$ cat src/include/pcfg_pkg.sv
`default_nettype none
package pcfg_pkg;
  // sizes
  localparam int NPORT = 16;
  localparam int NPART = 4;
  localparam int PSW   = 2;
  localparam int NTMR  = 4;
  localparam int TMR_W = 16;
  // boot switch-mode code for multi-partition with serial eeprom load
  localparam logic [3:0] SWITCH_MODE_VECTOR_MULTI_EE = 4'hd;
  // port operating modes and mode-change actions
  localparam logic [2:0] MODE_UNATT = 3'h0;
  localparam logic [2:0] MODE_DOWN  = 3'h1;
  localparam logic [2:0] MODE_UP    = 3'h2;
  localparam logic [2:0] MODE_DIS   = 3'h3;
  localparam logic [2:0] OMA_NONE   = 3'h0;
  // partition states
  localparam logic [1:0] PST_DIS = 2'h0;
  localparam logic [1:0] PST_ACT = 2'h1;
  // register byte offsets
  localparam logic [11:0] OFS_STAT = 12'h000;
  localparam logic [11:0] OFS_CTRL = 12'h004;
  localparam logic [11:0] OFS_TMR  = 12'h010;
  localparam logic [11:0] OFS_PARTITION_SELECT = 12'h020;
  localparam logic [11:0] OFS_PORT = 12'h040;
  localparam logic [11:0] OFS_PHY  = 12'h080;
  localparam logic [11:0] OFS_CAP  = 12'h0c0;
  // field positions
  localparam int STAT_OPEN  = 8;
  localparam int CTRL_DONE  = 0;
  localparam int CTRL_RSTEN = 1;
  localparam int PC_MODE    = 0;
  localparam int PC_PSEL    = 4;
  localparam int PC_OMA     = 8;
  localparam int PHY_FULL_LINK_RETRAIN  = 0;
  localparam int PHY_LS     = 4;
  localparam int PHY_UP     = 8;
  localparam int CAP_PM_W   = 8;
  localparam int CAP_VC_W   = 12;
  localparam int CAP_VC     = 8;
  // timer slots and their reset values, in microsecond units
  localparam int TMR_SE  = 0;
  localparam int TMR_MC  = 1;
  localparam int TMR_RD  = 2;
  localparam int TMR_SBR = 3;
  localparam logic [TMR_W-1:0] TMR_RST [NTMR] = '{16'h0064, 16'h07d0, 16'h07d0, 16'h0064};
  // timing
  localparam int CLK_NS      = 4;
  localparam int TMR_UNIT_NS = 1000;
  localparam int TICK_CYC    = TMR_UNIT_NS / CLK_NS;
  localparam int TRAIN_NS    = 24;
  localparam int TRAIN_CYC   = (TRAIN_NS + CLK_NS - 1) / CLK_NS;
  typedef enum logic [2:0] {K_NONE, K_STAT, K_CTRL, K_TMR, K_PARTITION_SELECT, K_PORT, K_PHY, K_CAP} pcfg_kind_t;
  typedef enum logic [1:0] {LS_OFF, LS_DETECT, LS_POLL, LS_L0} pcfg_lstate_t;
endpackage : pcfg_pkg
`default_nettype wire

$ cat src/include/pcfg_link_if.sv
`timescale 1ns/100ps
`default_nettype none
interface pcfg_link_if;
  logic [pcfg_pkg::NPORT-1:0] operational;
  logic [pcfg_pkg::NPORT-1:0] upDir;
  logic [pcfg_pkg::NPORT-1:0] retrain;
  logic [pcfg_pkg::NPORT-1:0] modeChg;
  logic [pcfg_pkg::NPORT-1:0] present;
  logic [pcfg_pkg::NPORT-1:0] linkUp;
  pcfg_pkg::pcfg_lstate_t     ltssm [pcfg_pkg::NPORT];
  modport ctl (output operational, upDir, retrain, modeChg, present, input linkUp, ltssm);
  modport trn (input operational, upDir, retrain, modeChg, present, output linkUp, ltssm);
endinterface : pcfg_link_if
`default_nettype wire

$ cat src/hw/pcfg_top.sv
`timescale 1ns/100ps
`default_nettype none
// What this block does
// - static config only during fundamental reset sequence
// - eeprom multi-partition boot: all disabled, unattached
// - port control write attaches port as written
// - full retrain restarts link from Detect
// - disable ports with no-action; partition ignored
// - no-action change keeps registers; down link retrains
module pcfg_top (
  input  wire logic                        clk,
  input  wire logic                        resetn,
  input  wire logic                        psel,
  input  wire logic                        penable,
  input  wire logic                        pwrite,
  input  wire logic [11:0]                 paddr,
  input  wire logic [31:0]                 pwdata,
  output var  logic [31:0]                 prdata,
  output var  logic                        pready,
  output var  logic                        pslverr,
  input  wire logic [3:0]                  switchModePin,
  input  wire logic                        fundResetPinN,
  input  wire logic [pcfg_pkg::NPORT-1:0]  partnerPresent,
  input  wire logic [pcfg_pkg::NPART-1:0]  partResetPinN,
  output var  logic [pcfg_pkg::NPORT-1:0]  portLinkUp,
  output var  logic [pcfg_pkg::NPART-1:0]  partActive,
  output var  logic [pcfg_pkg::NPART-1:0]  partResetActive,
  output var  logic                        configOpen
);
  logic [3:0]                 modeS1_q, modeS2_q, switch_mode_vector_q;
  logic                       frS1_q, frS2_q;
  logic [pcfg_pkg::NPORT-1:0] prsS1_q, prsS2_q;
  logic [pcfg_pkg::NPART-1:0] prtS1_q, prtS2_q;
  logic                       busy_q, rstEn_q, drainDone;
  logic [1:0]                 partSt_q  [pcfg_pkg::NPART];
  logic [2:0]                 portMode_q [pcfg_pkg::NPORT];
  logic [pcfg_pkg::PSW-1:0]   portPart_q [pcfg_pkg::NPORT];
  logic [2:0]                 portOma_q  [pcfg_pkg::NPORT];
  logic [pcfg_pkg::TMR_W-1:0] tmr_q      [pcfg_pkg::NTMR];
  logic [19:0]                cap_q      [pcfg_pkg::NPORT];
  logic [pcfg_pkg::NPORT-1:0] retrain_q, modeChg_q;
  pcfg_pkg::pcfg_kind_t       kind;
  logic [3:0]                 idx;
  logic                       access, firstAcc, commit, cfgWin, refuse;
  logic [31:0]                rdVal;
  logic [2:0]                 newMode;

  pcfg_link_if lnk ();

  function automatic pcfg_pkg::pcfg_kind_t decodeKind(input logic [11:0] a);
    decodeKind = pcfg_pkg::K_NONE;
    if (a[1:0] == 2'h0)
    begin
      if (a == pcfg_pkg::OFS_STAT)
        decodeKind = pcfg_pkg::K_STAT;
      else if (a == pcfg_pkg::OFS_CTRL)
        decodeKind = pcfg_pkg::K_CTRL;
      else if (a[11:4] == pcfg_pkg::OFS_TMR[11:4])
        decodeKind = pcfg_pkg::K_TMR;
      else if (a[11:4] == pcfg_pkg::OFS_PARTITION_SELECT[11:4])
        decodeKind = pcfg_pkg::K_PARTITION_SELECT;
      else if (a[11:6] == pcfg_pkg::OFS_PORT[11:6])
        decodeKind = pcfg_pkg::K_PORT;
      else if (a[11:6] == pcfg_pkg::OFS_PHY[11:6])
        decodeKind = pcfg_pkg::K_PHY;
      else if (a[11:6] == pcfg_pkg::OFS_CAP[11:6])
        decodeKind = pcfg_pkg::K_CAP;
    end
  endfunction : decodeKind

  // boot default mode of a port when no eeprom load is selected
  function automatic logic [2:0] bootMode(input int n, input logic [3:0] sw);
    if (sw == pcfg_pkg::SWITCH_MODE_VECTOR_MULTI_EE)
      bootMode = pcfg_pkg::MODE_UNATT;
    else if (n == 0)
      bootMode = pcfg_pkg::MODE_UP;
    else
      bootMode = pcfg_pkg::MODE_DOWN;
  endfunction : bootMode

  // every pin input passes two flops before use
  always_ff @(posedge clk or negedge resetn)
  begin
    if (!resetn)
    begin
      modeS1_q <= 4'h0;
      modeS2_q <= 4'h0;
      frS1_q   <= 1'b1; // idle level: no reload from a half-filled vector
      frS2_q   <= 1'b1;
      prsS1_q  <= '0;
      prsS2_q  <= '0;
      prtS1_q  <= '1;
      prtS2_q  <= '1;
    end
    else
    begin
      modeS1_q <= switchModePin;
      modeS2_q <= modeS1_q;
      frS1_q   <= fundResetPinN;
      frS2_q   <= frS1_q;
      prsS1_q  <= partnerPresent;
      prsS2_q  <= prsS1_q;
      prtS1_q  <= partResetPinN;
      prtS2_q  <= prtS1_q;
    end
  end

  // bus decode; address, direction and data stay put through the access
  assign kind     = decodeKind(paddr);
  assign idx      = paddr[5:2];
  assign access   = psel && penable;
  assign firstAcc = access && !pready && !busy_q;
  assign commit   = access && pready && pwrite && !pslverr;
  assign cfgWin   = frS2_q && configOpen;
  assign refuse   = pwrite && !cfgWin
                    && (kind == pcfg_pkg::K_PARTITION_SELECT || kind == pcfg_pkg::K_PORT);
  assign newMode  = pwdata[pcfg_pkg::PC_MODE +: 3];

  // boot vector follows the mode pins while the fundamental reset pin is low, and is held once it rises
  always_ff @(posedge clk or negedge resetn)
  begin
    if (!resetn)
    begin
      switch_mode_vector_q   <= 4'h0;
      configOpen <= 1'b0;
      rstEn_q    <= 1'b0;
    end
    else if (!frS2_q)
    begin
      switch_mode_vector_q   <= modeS2_q;
      configOpen <= 1'b1;
      rstEn_q    <= 1'b0;
    end
    else if (commit && kind == pcfg_pkg::K_CTRL)
    begin
      if (pwdata[pcfg_pkg::CTRL_DONE])
        configOpen <= 1'b0;
      rstEn_q <= pwdata[pcfg_pkg::CTRL_RSTEN];
    end
  end

  // read data view of the block state
  always_comb
  begin
    rdVal = 32'h0000_0000;
    case (kind)
      pcfg_pkg::K_STAT:
      begin
        rdVal[3:0]                = switch_mode_vector_q;
        rdVal[pcfg_pkg::STAT_OPEN] = cfgWin;
      end
      pcfg_pkg::K_CTRL:
        rdVal[pcfg_pkg::CTRL_RSTEN] = rstEn_q;
      pcfg_pkg::K_TMR:
        rdVal[pcfg_pkg::TMR_W-1:0] = tmr_q[idx[1:0]];
      pcfg_pkg::K_PARTITION_SELECT:
        rdVal[1:0] = partSt_q[idx[1:0]];
      pcfg_pkg::K_PORT:
      begin
        rdVal[pcfg_pkg::PC_MODE +: 3]             = portMode_q[idx];
        rdVal[pcfg_pkg::PC_PSEL +: pcfg_pkg::PSW] = portPart_q[idx];
        rdVal[pcfg_pkg::PC_OMA +: 3]              = portOma_q[idx];
      end
      pcfg_pkg::K_PHY:
      begin
        rdVal[pcfg_pkg::PHY_LS +: 2] = lnk.ltssm[idx];
        rdVal[pcfg_pkg::PHY_UP]      = lnk.linkUp[idx];
      end
      pcfg_pkg::K_CAP:
        rdVal[19:0] = cap_q[idx];
      default:
        rdVal = 32'h0000_0000;
    endcase
  end

  // apb answer: one wait state, or until the mode-change drain ends
  always_ff @(posedge clk or negedge resetn)
  begin
    if (!resetn)
    begin
      pready  <= 1'b0;
      pslverr <= 1'b0;
      prdata  <= 32'h0000_0000;
      busy_q  <= 1'b0;
    end
    else if (pready)
      pready <= 1'b0;
    else if (busy_q)
    begin
      if (drainDone)
      begin
        busy_q <= 1'b0;
        pready <= 1'b1;
      end
    end
    else if (firstAcc)
    begin
      pslverr <= (kind == pcfg_pkg::K_NONE) || refuse;
      prdata  <= pwrite ? 32'h0000_0000 : rdVal;
      if (pwrite && kind == pcfg_pkg::K_PORT && !refuse)
        busy_q <= 1'b1; // queued traffic drains before the mode moves
      else
        pready <= 1'b1;
    end
  end

  pcfg_drain u_drain (
    .clk    (clk),
    .resetn (resetn),
    .start  (firstAcc && pwrite && kind == pcfg_pkg::K_PORT && !refuse),
    .units  (tmr_q[pcfg_pkg::TMR_MC]),
    .done   (drainDone)
  );

  // partition states, reloaded from the boot vector during reset
  always_ff @(posedge clk or negedge resetn)
  begin
    if (!resetn)
    begin
      for (int p = 0; p < pcfg_pkg::NPART; p++)
        partSt_q[p] <= pcfg_pkg::PST_DIS;
    end
    else if (!frS2_q)
    begin
      for (int p = 0; p < pcfg_pkg::NPART; p++)
        partSt_q[p] <= (p == 0 && modeS2_q != pcfg_pkg::SWITCH_MODE_VECTOR_MULTI_EE)
                       ? pcfg_pkg::PST_ACT : pcfg_pkg::PST_DIS;
    end
    else if (commit && kind == pcfg_pkg::K_PARTITION_SELECT)
      partSt_q[idx[1:0]] <= pwdata[1:0];
  end

  // port mode, partition and action; other port registers untouched
  always_ff @(posedge clk or negedge resetn)
  begin
    if (!resetn)
    begin
      for (int n = 0; n < pcfg_pkg::NPORT; n++)
      begin
        portMode_q[n] <= pcfg_pkg::MODE_UNATT;
        portPart_q[n] <= '0;
        portOma_q[n]  <= pcfg_pkg::OMA_NONE;
      end
      modeChg_q <= '0;
    end
    else
    begin
      modeChg_q <= '0;
      if (!frS2_q)
      begin
        for (int n = 0; n < pcfg_pkg::NPORT; n++)
        begin
          portMode_q[n] <= bootMode(n, modeS2_q);
          portPart_q[n] <= '0;
          portOma_q[n]  <= pcfg_pkg::OMA_NONE;
        end
      end
      else if (commit && kind == pcfg_pkg::K_PORT)
      begin
        portMode_q[idx] <= newMode;
        portOma_q[idx]  <= pwdata[pcfg_pkg::PC_OMA +: 3];
        if (newMode != pcfg_pkg::MODE_DIS)
          portPart_q[idx] <= pwdata[pcfg_pkg::PC_PSEL +: pcfg_pkg::PSW];
        modeChg_q[idx] <= 1'b1;
      end
    end
  end

  // full-link-retrain bit acts as a one-cycle command and reads back zero
  always_ff @(posedge clk or negedge resetn)
  begin
    if (!resetn)
      retrain_q <= '0;
    else
    begin
      retrain_q <= '0;
      if (commit && kind == pcfg_pkg::K_PHY)
        retrain_q[idx] <= pwdata[pcfg_pkg::PHY_FULL_LINK_RETRAIN];
    end
  end

  // delay timers and capability next pointers
  always_ff @(posedge clk or negedge resetn)
  begin
    if (!resetn)
    begin
      for (int t = 0; t < pcfg_pkg::NTMR; t++)
        tmr_q[t] <= pcfg_pkg::TMR_RST[t];
      for (int n = 0; n < pcfg_pkg::NPORT; n++)
        cap_q[n] <= 20'h00000;
    end
    else if (commit && kind == pcfg_pkg::K_TMR)
      tmr_q[idx[1:0]] <= pwdata[pcfg_pkg::TMR_W-1:0];
    else if (commit && kind == pcfg_pkg::K_CAP)
    begin
      cap_q[idx][pcfg_pkg::CAP_PM_W-1:0]           <= pwdata[pcfg_pkg::CAP_PM_W-1:0];
      cap_q[idx][pcfg_pkg::CAP_VC +: pcfg_pkg::CAP_VC_W] <=
        pwdata[pcfg_pkg::CAP_VC +: pcfg_pkg::CAP_VC_W];
    end
  end

  // partition status outputs; reset pins count only once enabled
  always_ff @(posedge clk or negedge resetn)
  begin
    if (!resetn)
    begin
      partActive      <= '0;
      partResetActive <= '0;
      portLinkUp      <= '0;
    end
    else
    begin
      for (int p = 0; p < pcfg_pkg::NPART; p++)
      begin
        partActive[p]      <= (partSt_q[p] == pcfg_pkg::PST_ACT);
        partResetActive[p] <= rstEn_q && !prtS2_q[p];
      end
      portLinkUp <= lnk.linkUp;
    end
  end

  // a port trains only when attached, operational and its partition is live
  always_comb
  begin
    for (int n = 0; n < pcfg_pkg::NPORT; n++)
    begin
      lnk.operational[n] = (portMode_q[n] == pcfg_pkg::MODE_UP
                            || portMode_q[n] == pcfg_pkg::MODE_DOWN)
                           && partSt_q[portPart_q[n]] == pcfg_pkg::PST_ACT
                           && !(rstEn_q && !prtS2_q[portPart_q[n]]);
      lnk.upDir[n] = (portMode_q[n] == pcfg_pkg::MODE_UP);
    end
    lnk.retrain = retrain_q;
    lnk.modeChg = modeChg_q;
    lnk.present = prsS2_q;
  end

  pcfg_link_train u_train (
    .clk    (clk),
    .resetn (resetn),
    .lnk    (lnk)
  );
endmodule : pcfg_top
`default_nettype wire

$ cat src/hw/pcfg_drain.sv
`timescale 1ns/100ps
`default_nettype none
module pcfg_drain (
  input  wire logic                        clk,
  input  wire logic                        resetn,
  input  wire logic                        start,
  input  wire logic [pcfg_pkg::TMR_W-1:0]  units,
  output var  logic                        done
);
  logic [pcfg_pkg::TMR_W-1:0] remain_q;
  logic [7:0]                 tick_q;
  logic                       run_q;

  // microsecond enable from a divider, counted down only while draining
  always_ff @(posedge clk or negedge resetn)
  begin
    if (!resetn)
    begin
      remain_q <= '0;
      tick_q   <= 8'h00;
      run_q    <= 1'b0;
      done     <= 1'b0;
    end
    else
    begin
      done <= 1'b0;
      if (start)
      begin
        tick_q   <= 8'h00;
        remain_q <= units;
        run_q    <= (units != '0);
        done     <= (units == '0); // zeroed timer: no drain wait
      end
      else if (run_q)
      begin
        if (tick_q == 8'(pcfg_pkg::TICK_CYC - 1))
        begin
          tick_q   <= 8'h00;
          remain_q <= remain_q - 1'b1;
          if (remain_q == 16'h0001)
          begin
            run_q <= 1'b0;
            done  <= 1'b1;
          end
        end
        else
          tick_q <= tick_q + 1'b1;
      end
    end
  end
endmodule : pcfg_drain
`default_nettype wire

$ cat src/hw/pcfg_link_train.sv
`timescale 1ns/100ps
`default_nettype none
module pcfg_link_train (
  input  wire logic   clk,
  input  wire logic   resetn,
  pcfg_link_if.trn    lnk
);
  pcfg_pkg::pcfg_lstate_t st_q  [pcfg_pkg::NPORT];
  logic [2:0]             cnt_q [pcfg_pkg::NPORT];
  logic [pcfg_pkg::NPORT-1:0] dir_q;

  // simplified per-port training: detect, poll for a fixed time, then up
  always_ff @(posedge clk or negedge resetn)
  begin
    if (!resetn)
    begin
      for (int n = 0; n < pcfg_pkg::NPORT; n++)
      begin
        st_q[n]  <= pcfg_pkg::LS_OFF;
        cnt_q[n] <= 3'h0;
      end
      dir_q      <= '0;
      lnk.linkUp <= '0;
    end
    else
    begin
      for (int n = 0; n < pcfg_pkg::NPORT; n++)
      begin
        lnk.linkUp[n] <= (st_q[n] == pcfg_pkg::LS_L0);
        if (!lnk.operational[n])
          st_q[n] <= pcfg_pkg::LS_OFF;
        else if (lnk.retrain[n])
          st_q[n] <= pcfg_pkg::LS_DETECT;
        else if (lnk.modeChg[n] && st_q[n] != pcfg_pkg::LS_L0)
        begin
          st_q[n]  <= pcfg_pkg::LS_DETECT;
          dir_q[n] <= lnk.upDir[n];
        end
        else
        begin
          case (st_q[n])
            pcfg_pkg::LS_OFF:
            begin
              st_q[n]  <= pcfg_pkg::LS_DETECT;
              dir_q[n] <= lnk.upDir[n];
            end
            pcfg_pkg::LS_DETECT:
            begin
              cnt_q[n] <= 3'h0;
              if (lnk.present[n])
                st_q[n] <= pcfg_pkg::LS_POLL;
            end
            pcfg_pkg::LS_POLL:
              if (!lnk.present[n])
                st_q[n] <= pcfg_pkg::LS_DETECT;
              else if (cnt_q[n] == 3'(pcfg_pkg::TRAIN_CYC - 1))
                st_q[n] <= pcfg_pkg::LS_L0;
              else
                cnt_q[n] <= cnt_q[n] + 1'b1;
            pcfg_pkg::LS_L0:
              if (!lnk.present[n])
                st_q[n] <= pcfg_pkg::LS_DETECT;
            default:
              st_q[n] <= pcfg_pkg::LS_OFF;
          endcase
        end
      end
    end
  end

  always_comb
  begin
    for (int n = 0; n < pcfg_pkg::NPORT; n++)
      lnk.ltssm[n] = st_q[n];
  end
endmodule : pcfg_link_train
`default_nettype wire

$ cat config.mk
export PLATFORM = sky130hd
export DESIGN_NAME = pcfg_top
export DESIGN_NICKNAME = d
export VERILOG_FILES = /design/src/include/pcfg_pkg.sv /design/src/include/pcfg_link_if.sv /design/src/hw/pcfg_top.sv /design/src/hw/pcfg_drain.sv /design/src/hw/pcfg_link_train.sv
export SDC_FILE = /design/constraint.sdc
export NUM_CORES = 1
export LEC_CHECK = 0
export ABC_AREA = 1
export ABC_CLOCK_PERIOD_IN_PS = 2240
export BUFFER_PORTS_ARGS = -buffer_cell sky130_fd_sc_hd__buf_2
export CAP_MARGIN = 20
export CELL_PAD_IN_SITES_DETAIL_PLACEMENT = 0
export CELL_PAD_IN_SITES_GLOBAL_PLACEMENT = 1
export CORE_UTILIZATION = 48
export DETAILED_ROUTE_END_ITERATION = 10
export PLACE_DENSITY = 0.79
export SYNTH_ARGS = -nofsm -noshare
export SYNTH_HDL_FRONTEND = slang
export SYNTH_SLANG_ARGS = --single-unit
$ cat constraint.sdc
create_clock -name clk -period 2.24 [get_ports clk]
set_input_delay 0.112 -clock clk [delete_from_list [all_inputs] [get_ports clk]]
set_output_delay 0.112 -clock clk [all_outputs]
set_load 0.005 [all_outputs]
==> results by group <==
Critical path
  – Chain of cells forming the critical path: nor4_1, buf_4, inv_1, o21ai_4, buf_12, nand3_2, nand2_1, o21ai_1
  – Crit path capture type: flip-flop
  – Worst Setup Path Type: reg -> reg
  – CP Data Required Time: 2.75 ns
  – Cell with the largest stage delay on the worst path: o21ai_4
  – Worst Setup Start Kind: flip-flop
  – Depth of the worst register-to-register path: 8
  – Arrival time at the worst endpoint: 2.61 ns
  – Crit-path max cell delay: 0.46 ns
  – R2r setup slk: 0.14 ns
  – Biggest fanout along the worst timing path: 15
  – Reg2reg end: portPart_q[8]$_DFFE_PN0P_
  – Launch point of the worst path: pslverr$_DFFE_PN0P_
  – Reg2Reg Launch Point: pslverr$_DFFE_PN0P_

Hold path
  – Worst hold-check path type: in -> reg
  – Critical hold path startpoint: pwdata[15]
  – Hold-critical path endpoint: cap_q[175]$_DFFE_PN0P_
  – Hold Path Cell Cnt: 3

Clocking
  – Clock tree from TritonCTS: done
  – Worst-skew pair later-pin latency: 0.64 ns
  – Clock slew seen by the registers of the worst setup and hold paths: 0.06 ns
  – Number of sinks on the clock net: 777
  – Clock tree buffer depth: 3
  – Level count of the clock H-tree: 3
  – Cell at the root of the clock tree: clkbuf_16
  – Inserted Clock Buffers: 85
  – Post-CTS Repair Setup Buffers: 0

STA
  – Setup violators final: 0
  – Final critical-path required period: 2.10 ns
  – Worst hold-check slack: 0.0546 ns
  – Normalized max-slew margin: 45.1%
  – Period Utilization, post-route: 93.9%
  – Worst-Margin Slew: 0.823 ns
  – Clk_skew: 0.0212 ns
  – Final Slew Violations: 0
  – Setup repair after global routing missed its margin: no
  – Upper clock frequency limit: 0.475 GHz
  – Final Hold Fails: 0
  – Crit path setup slack, layout: 0.136 ns

Power
  – Lkg Pwr: 21.1 nW
  – Peak supply drop: 0.560 mV
  – Total power density per cell area: 713 mW/mm2

Yosys
  – Number of synthesized register bits: 777
  – Sequential cell area fraction in the yosys report: 52.3%
  – Count of flip-flops with a built-in enable after synthesis: 0
  – Count of unique library cells instantiated by Yosys: 59
  – Average size of a mapped cell: 8.34 um2
  – Count of synthesis-stage warnings from yosys: 0
  – Leading cell types by total area after synthesis: dfrtp_1 (50%), nand2_1 (12%), o21ai_0 (6.4%)
  – Fraction of synthesized cell area taken by the top area cell type: 50.3%
  – Top_reg_cell synth: dfrtp_1
  – Count of mapped cells out of synthesis: 4471
  – Async set-or-reset flop fraction in the synthesized netlist: 100%
  – Cell area after technology mapping: 0.0373 mm2
  – Dominant cell type by area after synthesis: dfrtp_1

Finish
  – Area taken by multi-input logic gates: 0.0154 mm2
  – Layout overhead on the synthesized area: 17.4%
  – Number of nets at the end of the flow: 4873
  – Total of fill cells in the finished design: 7098
  – Most common cell after layout, fill and taps aside: nand2_1
  – Storage element area: 0.0195 mm2
  – Fraction of layout cells with a size suffix above 1: 12.6%
  – Antenna diodes: 0
  – Commonest cells after routing, fill and taps aside: nand2_1 (1230), dfrtp_1 (749), o21ai_0 (477)

Drt
  – Total iterations of the first detailed-routing run: 6
  – Wire length reported by the detailed router: 116 mm
  – Residual antenna-violating net count after detailed routing: 0
  – Iteration-0 DRC Markers: 2822
  – Routed length per instance: 20.0 um
  – DRC viols: 0
  – Total number of vias: 31600
  – Via-to-Cell Ratio: 5.44

Die
  – Core region area: 0.0763 mm2
  – Die Footprint: 0.0788 mm2
  – Die height: 281 um
  – Effective utilization at floorplan: 48.8%
  – Chip Width: 281 um
  – Ports: 133
  – Row cnt: 101

Global routing
  – Number of antenna violations at the first check in global routing: 2
  – Vias in the first global route: 30800
  – All-layer global routing usage: 30.1%
  – Wire length of the first global-routing pass: 181 mm
  – Pin count of the biggest net entering global routing: 90
  – Overall overflow remaining after global route: 0

Place
  – GP Congestion: 0.911
  – IO buf count: 108
  – Placement-stage worst setup slack: -0.225 ns
  – DPL Wire Length: 77.3 mm

Job
  – Max-capacitance violation count: 0

Outcome
  – Run status: completed
[layout make-up]
class / count / share of cell area [%]
sequential: 777 / 44.5
timing repair buffer: 401 / 8.38
clock buffer: 122 / 5.53
tap: 1030 / 2.94
inverter: 327 / 2.82
clock inverter: 29 / 0.646
multi-input combinational: 3123 / 35.2
[cells in the mapped netlist (18+ instances only)]
master       n
nand2_1   1233
dfrtp_1    749
o21ai_0    477
nor2_1     362
inv_1      316
o21ai_1    244
nand3_1    168
clkbuf_1   161
o22ai_1    156
a21oi_1    112
ha_1        84
buf_2       45
nand4_1     35
dfstp_2     28
xor2_1      25
nor3_1      23
xnor2_1     23
o31ai_1     21
nand3_2     19
buf_1       18
[what timing repair did]
action                                 4_1_cts  5_1_grt
endpoints found under the hold margin      529        0
hold buffers                                36        0
gates resized for setup                      0        2
setup endpoints to repair                    0        2
[critical path: cells and delay by family, from the launching register on]
kind,cells,cell delay (ns)
compound gates,2,0.52
buf+inv,3,0.55
flops,1,0.41
simple gates,3,0.47
[report_power, final]
| part | internal [mW] | switching [mW] |
|---|---|---|
| Sequential | 14.3 | 0.246 |
| Combinational | 0.971 | 1.94 |
| Clock | 7.96 | 5.79 |
[sequential cells by signal, indices dropped and copies added, names as in the netlist, 16 cells and up]
signal              cells
cap_q                 320
lnk.modeChg            16
lnk.present            16
lnk.retrain            16
portLinkUp             16
portMode_q             48
portOma_q              48
portPart_q             32
prdata                 20
prsS1_q                16
tmr_q                  64
u_drain.remain_q       16
u_train.cnt_q          48
u_train.lnk.linkUp     16
u_train.lnk.ltssm      32
[through the flow]
| step | util [%] | power [mW] | std cells | cell area, um2 | setup TNS [ns] |
|---|---|---|---|---|---|
| global placement | 53.3 | 17.6 | 5622 | 40700 | -2.20 |
| finish | 57.3 | 31.2 | 5809 | 43800 | 0 |
| detailed placement | 53.3 | 17.6 | 5622 | 40700 | -3.81 |
| floorplan | - | 16.2 | 4482 | 37300 | 0 |
| CTS | 57.3 | 31.4 | 5809 | 43800 | 0 |
| global route | 57.3 | 32.4 | 5809 | 43800 | 0 |
[per-layer routing]
layer	track usage, %	part of all wire, %	vias to the layer above	wire (um)
met3	4.04	6.2	241	7170
met1	41.0	44	15200	50900
met5	0	0.015	-	17
met2	49.2	47	1034	54200
li1	-	-	15200	-
met4	10.5	3.5	2	4020
[cells by family after synthesis]
group           count (synthesis)  synth area share, %
buf+inv                       582                 6.63
other cells                     1               0.0101
compound gates               1067                 15.4
flops                         777                 52.3
xor+xnor                       48                 1.13
fa+ha+maj                      84                 2.82
simple gates                 1912                 21.7
[worst max-delay path by stage]
stage                                          endpoint  slack [ns]  depth (start not counted)
after floorplan           u_train.cnt_q[36]$_DFFE_PN0P_        0.31                          9
after global placement            prdata[3]$_DFFE_PN0P_       -0.20                         11
after detailed placement          prdata[3]$_DFFE_PN0P_       -0.23                         11
after CTS                    portMode_q[21]$_DFFE_PN0P_        0.02                          5
after global routing      u_train.cnt_q[18]$_DFFE_PN0P_        0.01                         10
final                         portPart_q[8]$_DFFE_PN0P_        0.14                          8
No activity file was read; power rests on OpenSTA's default activity.
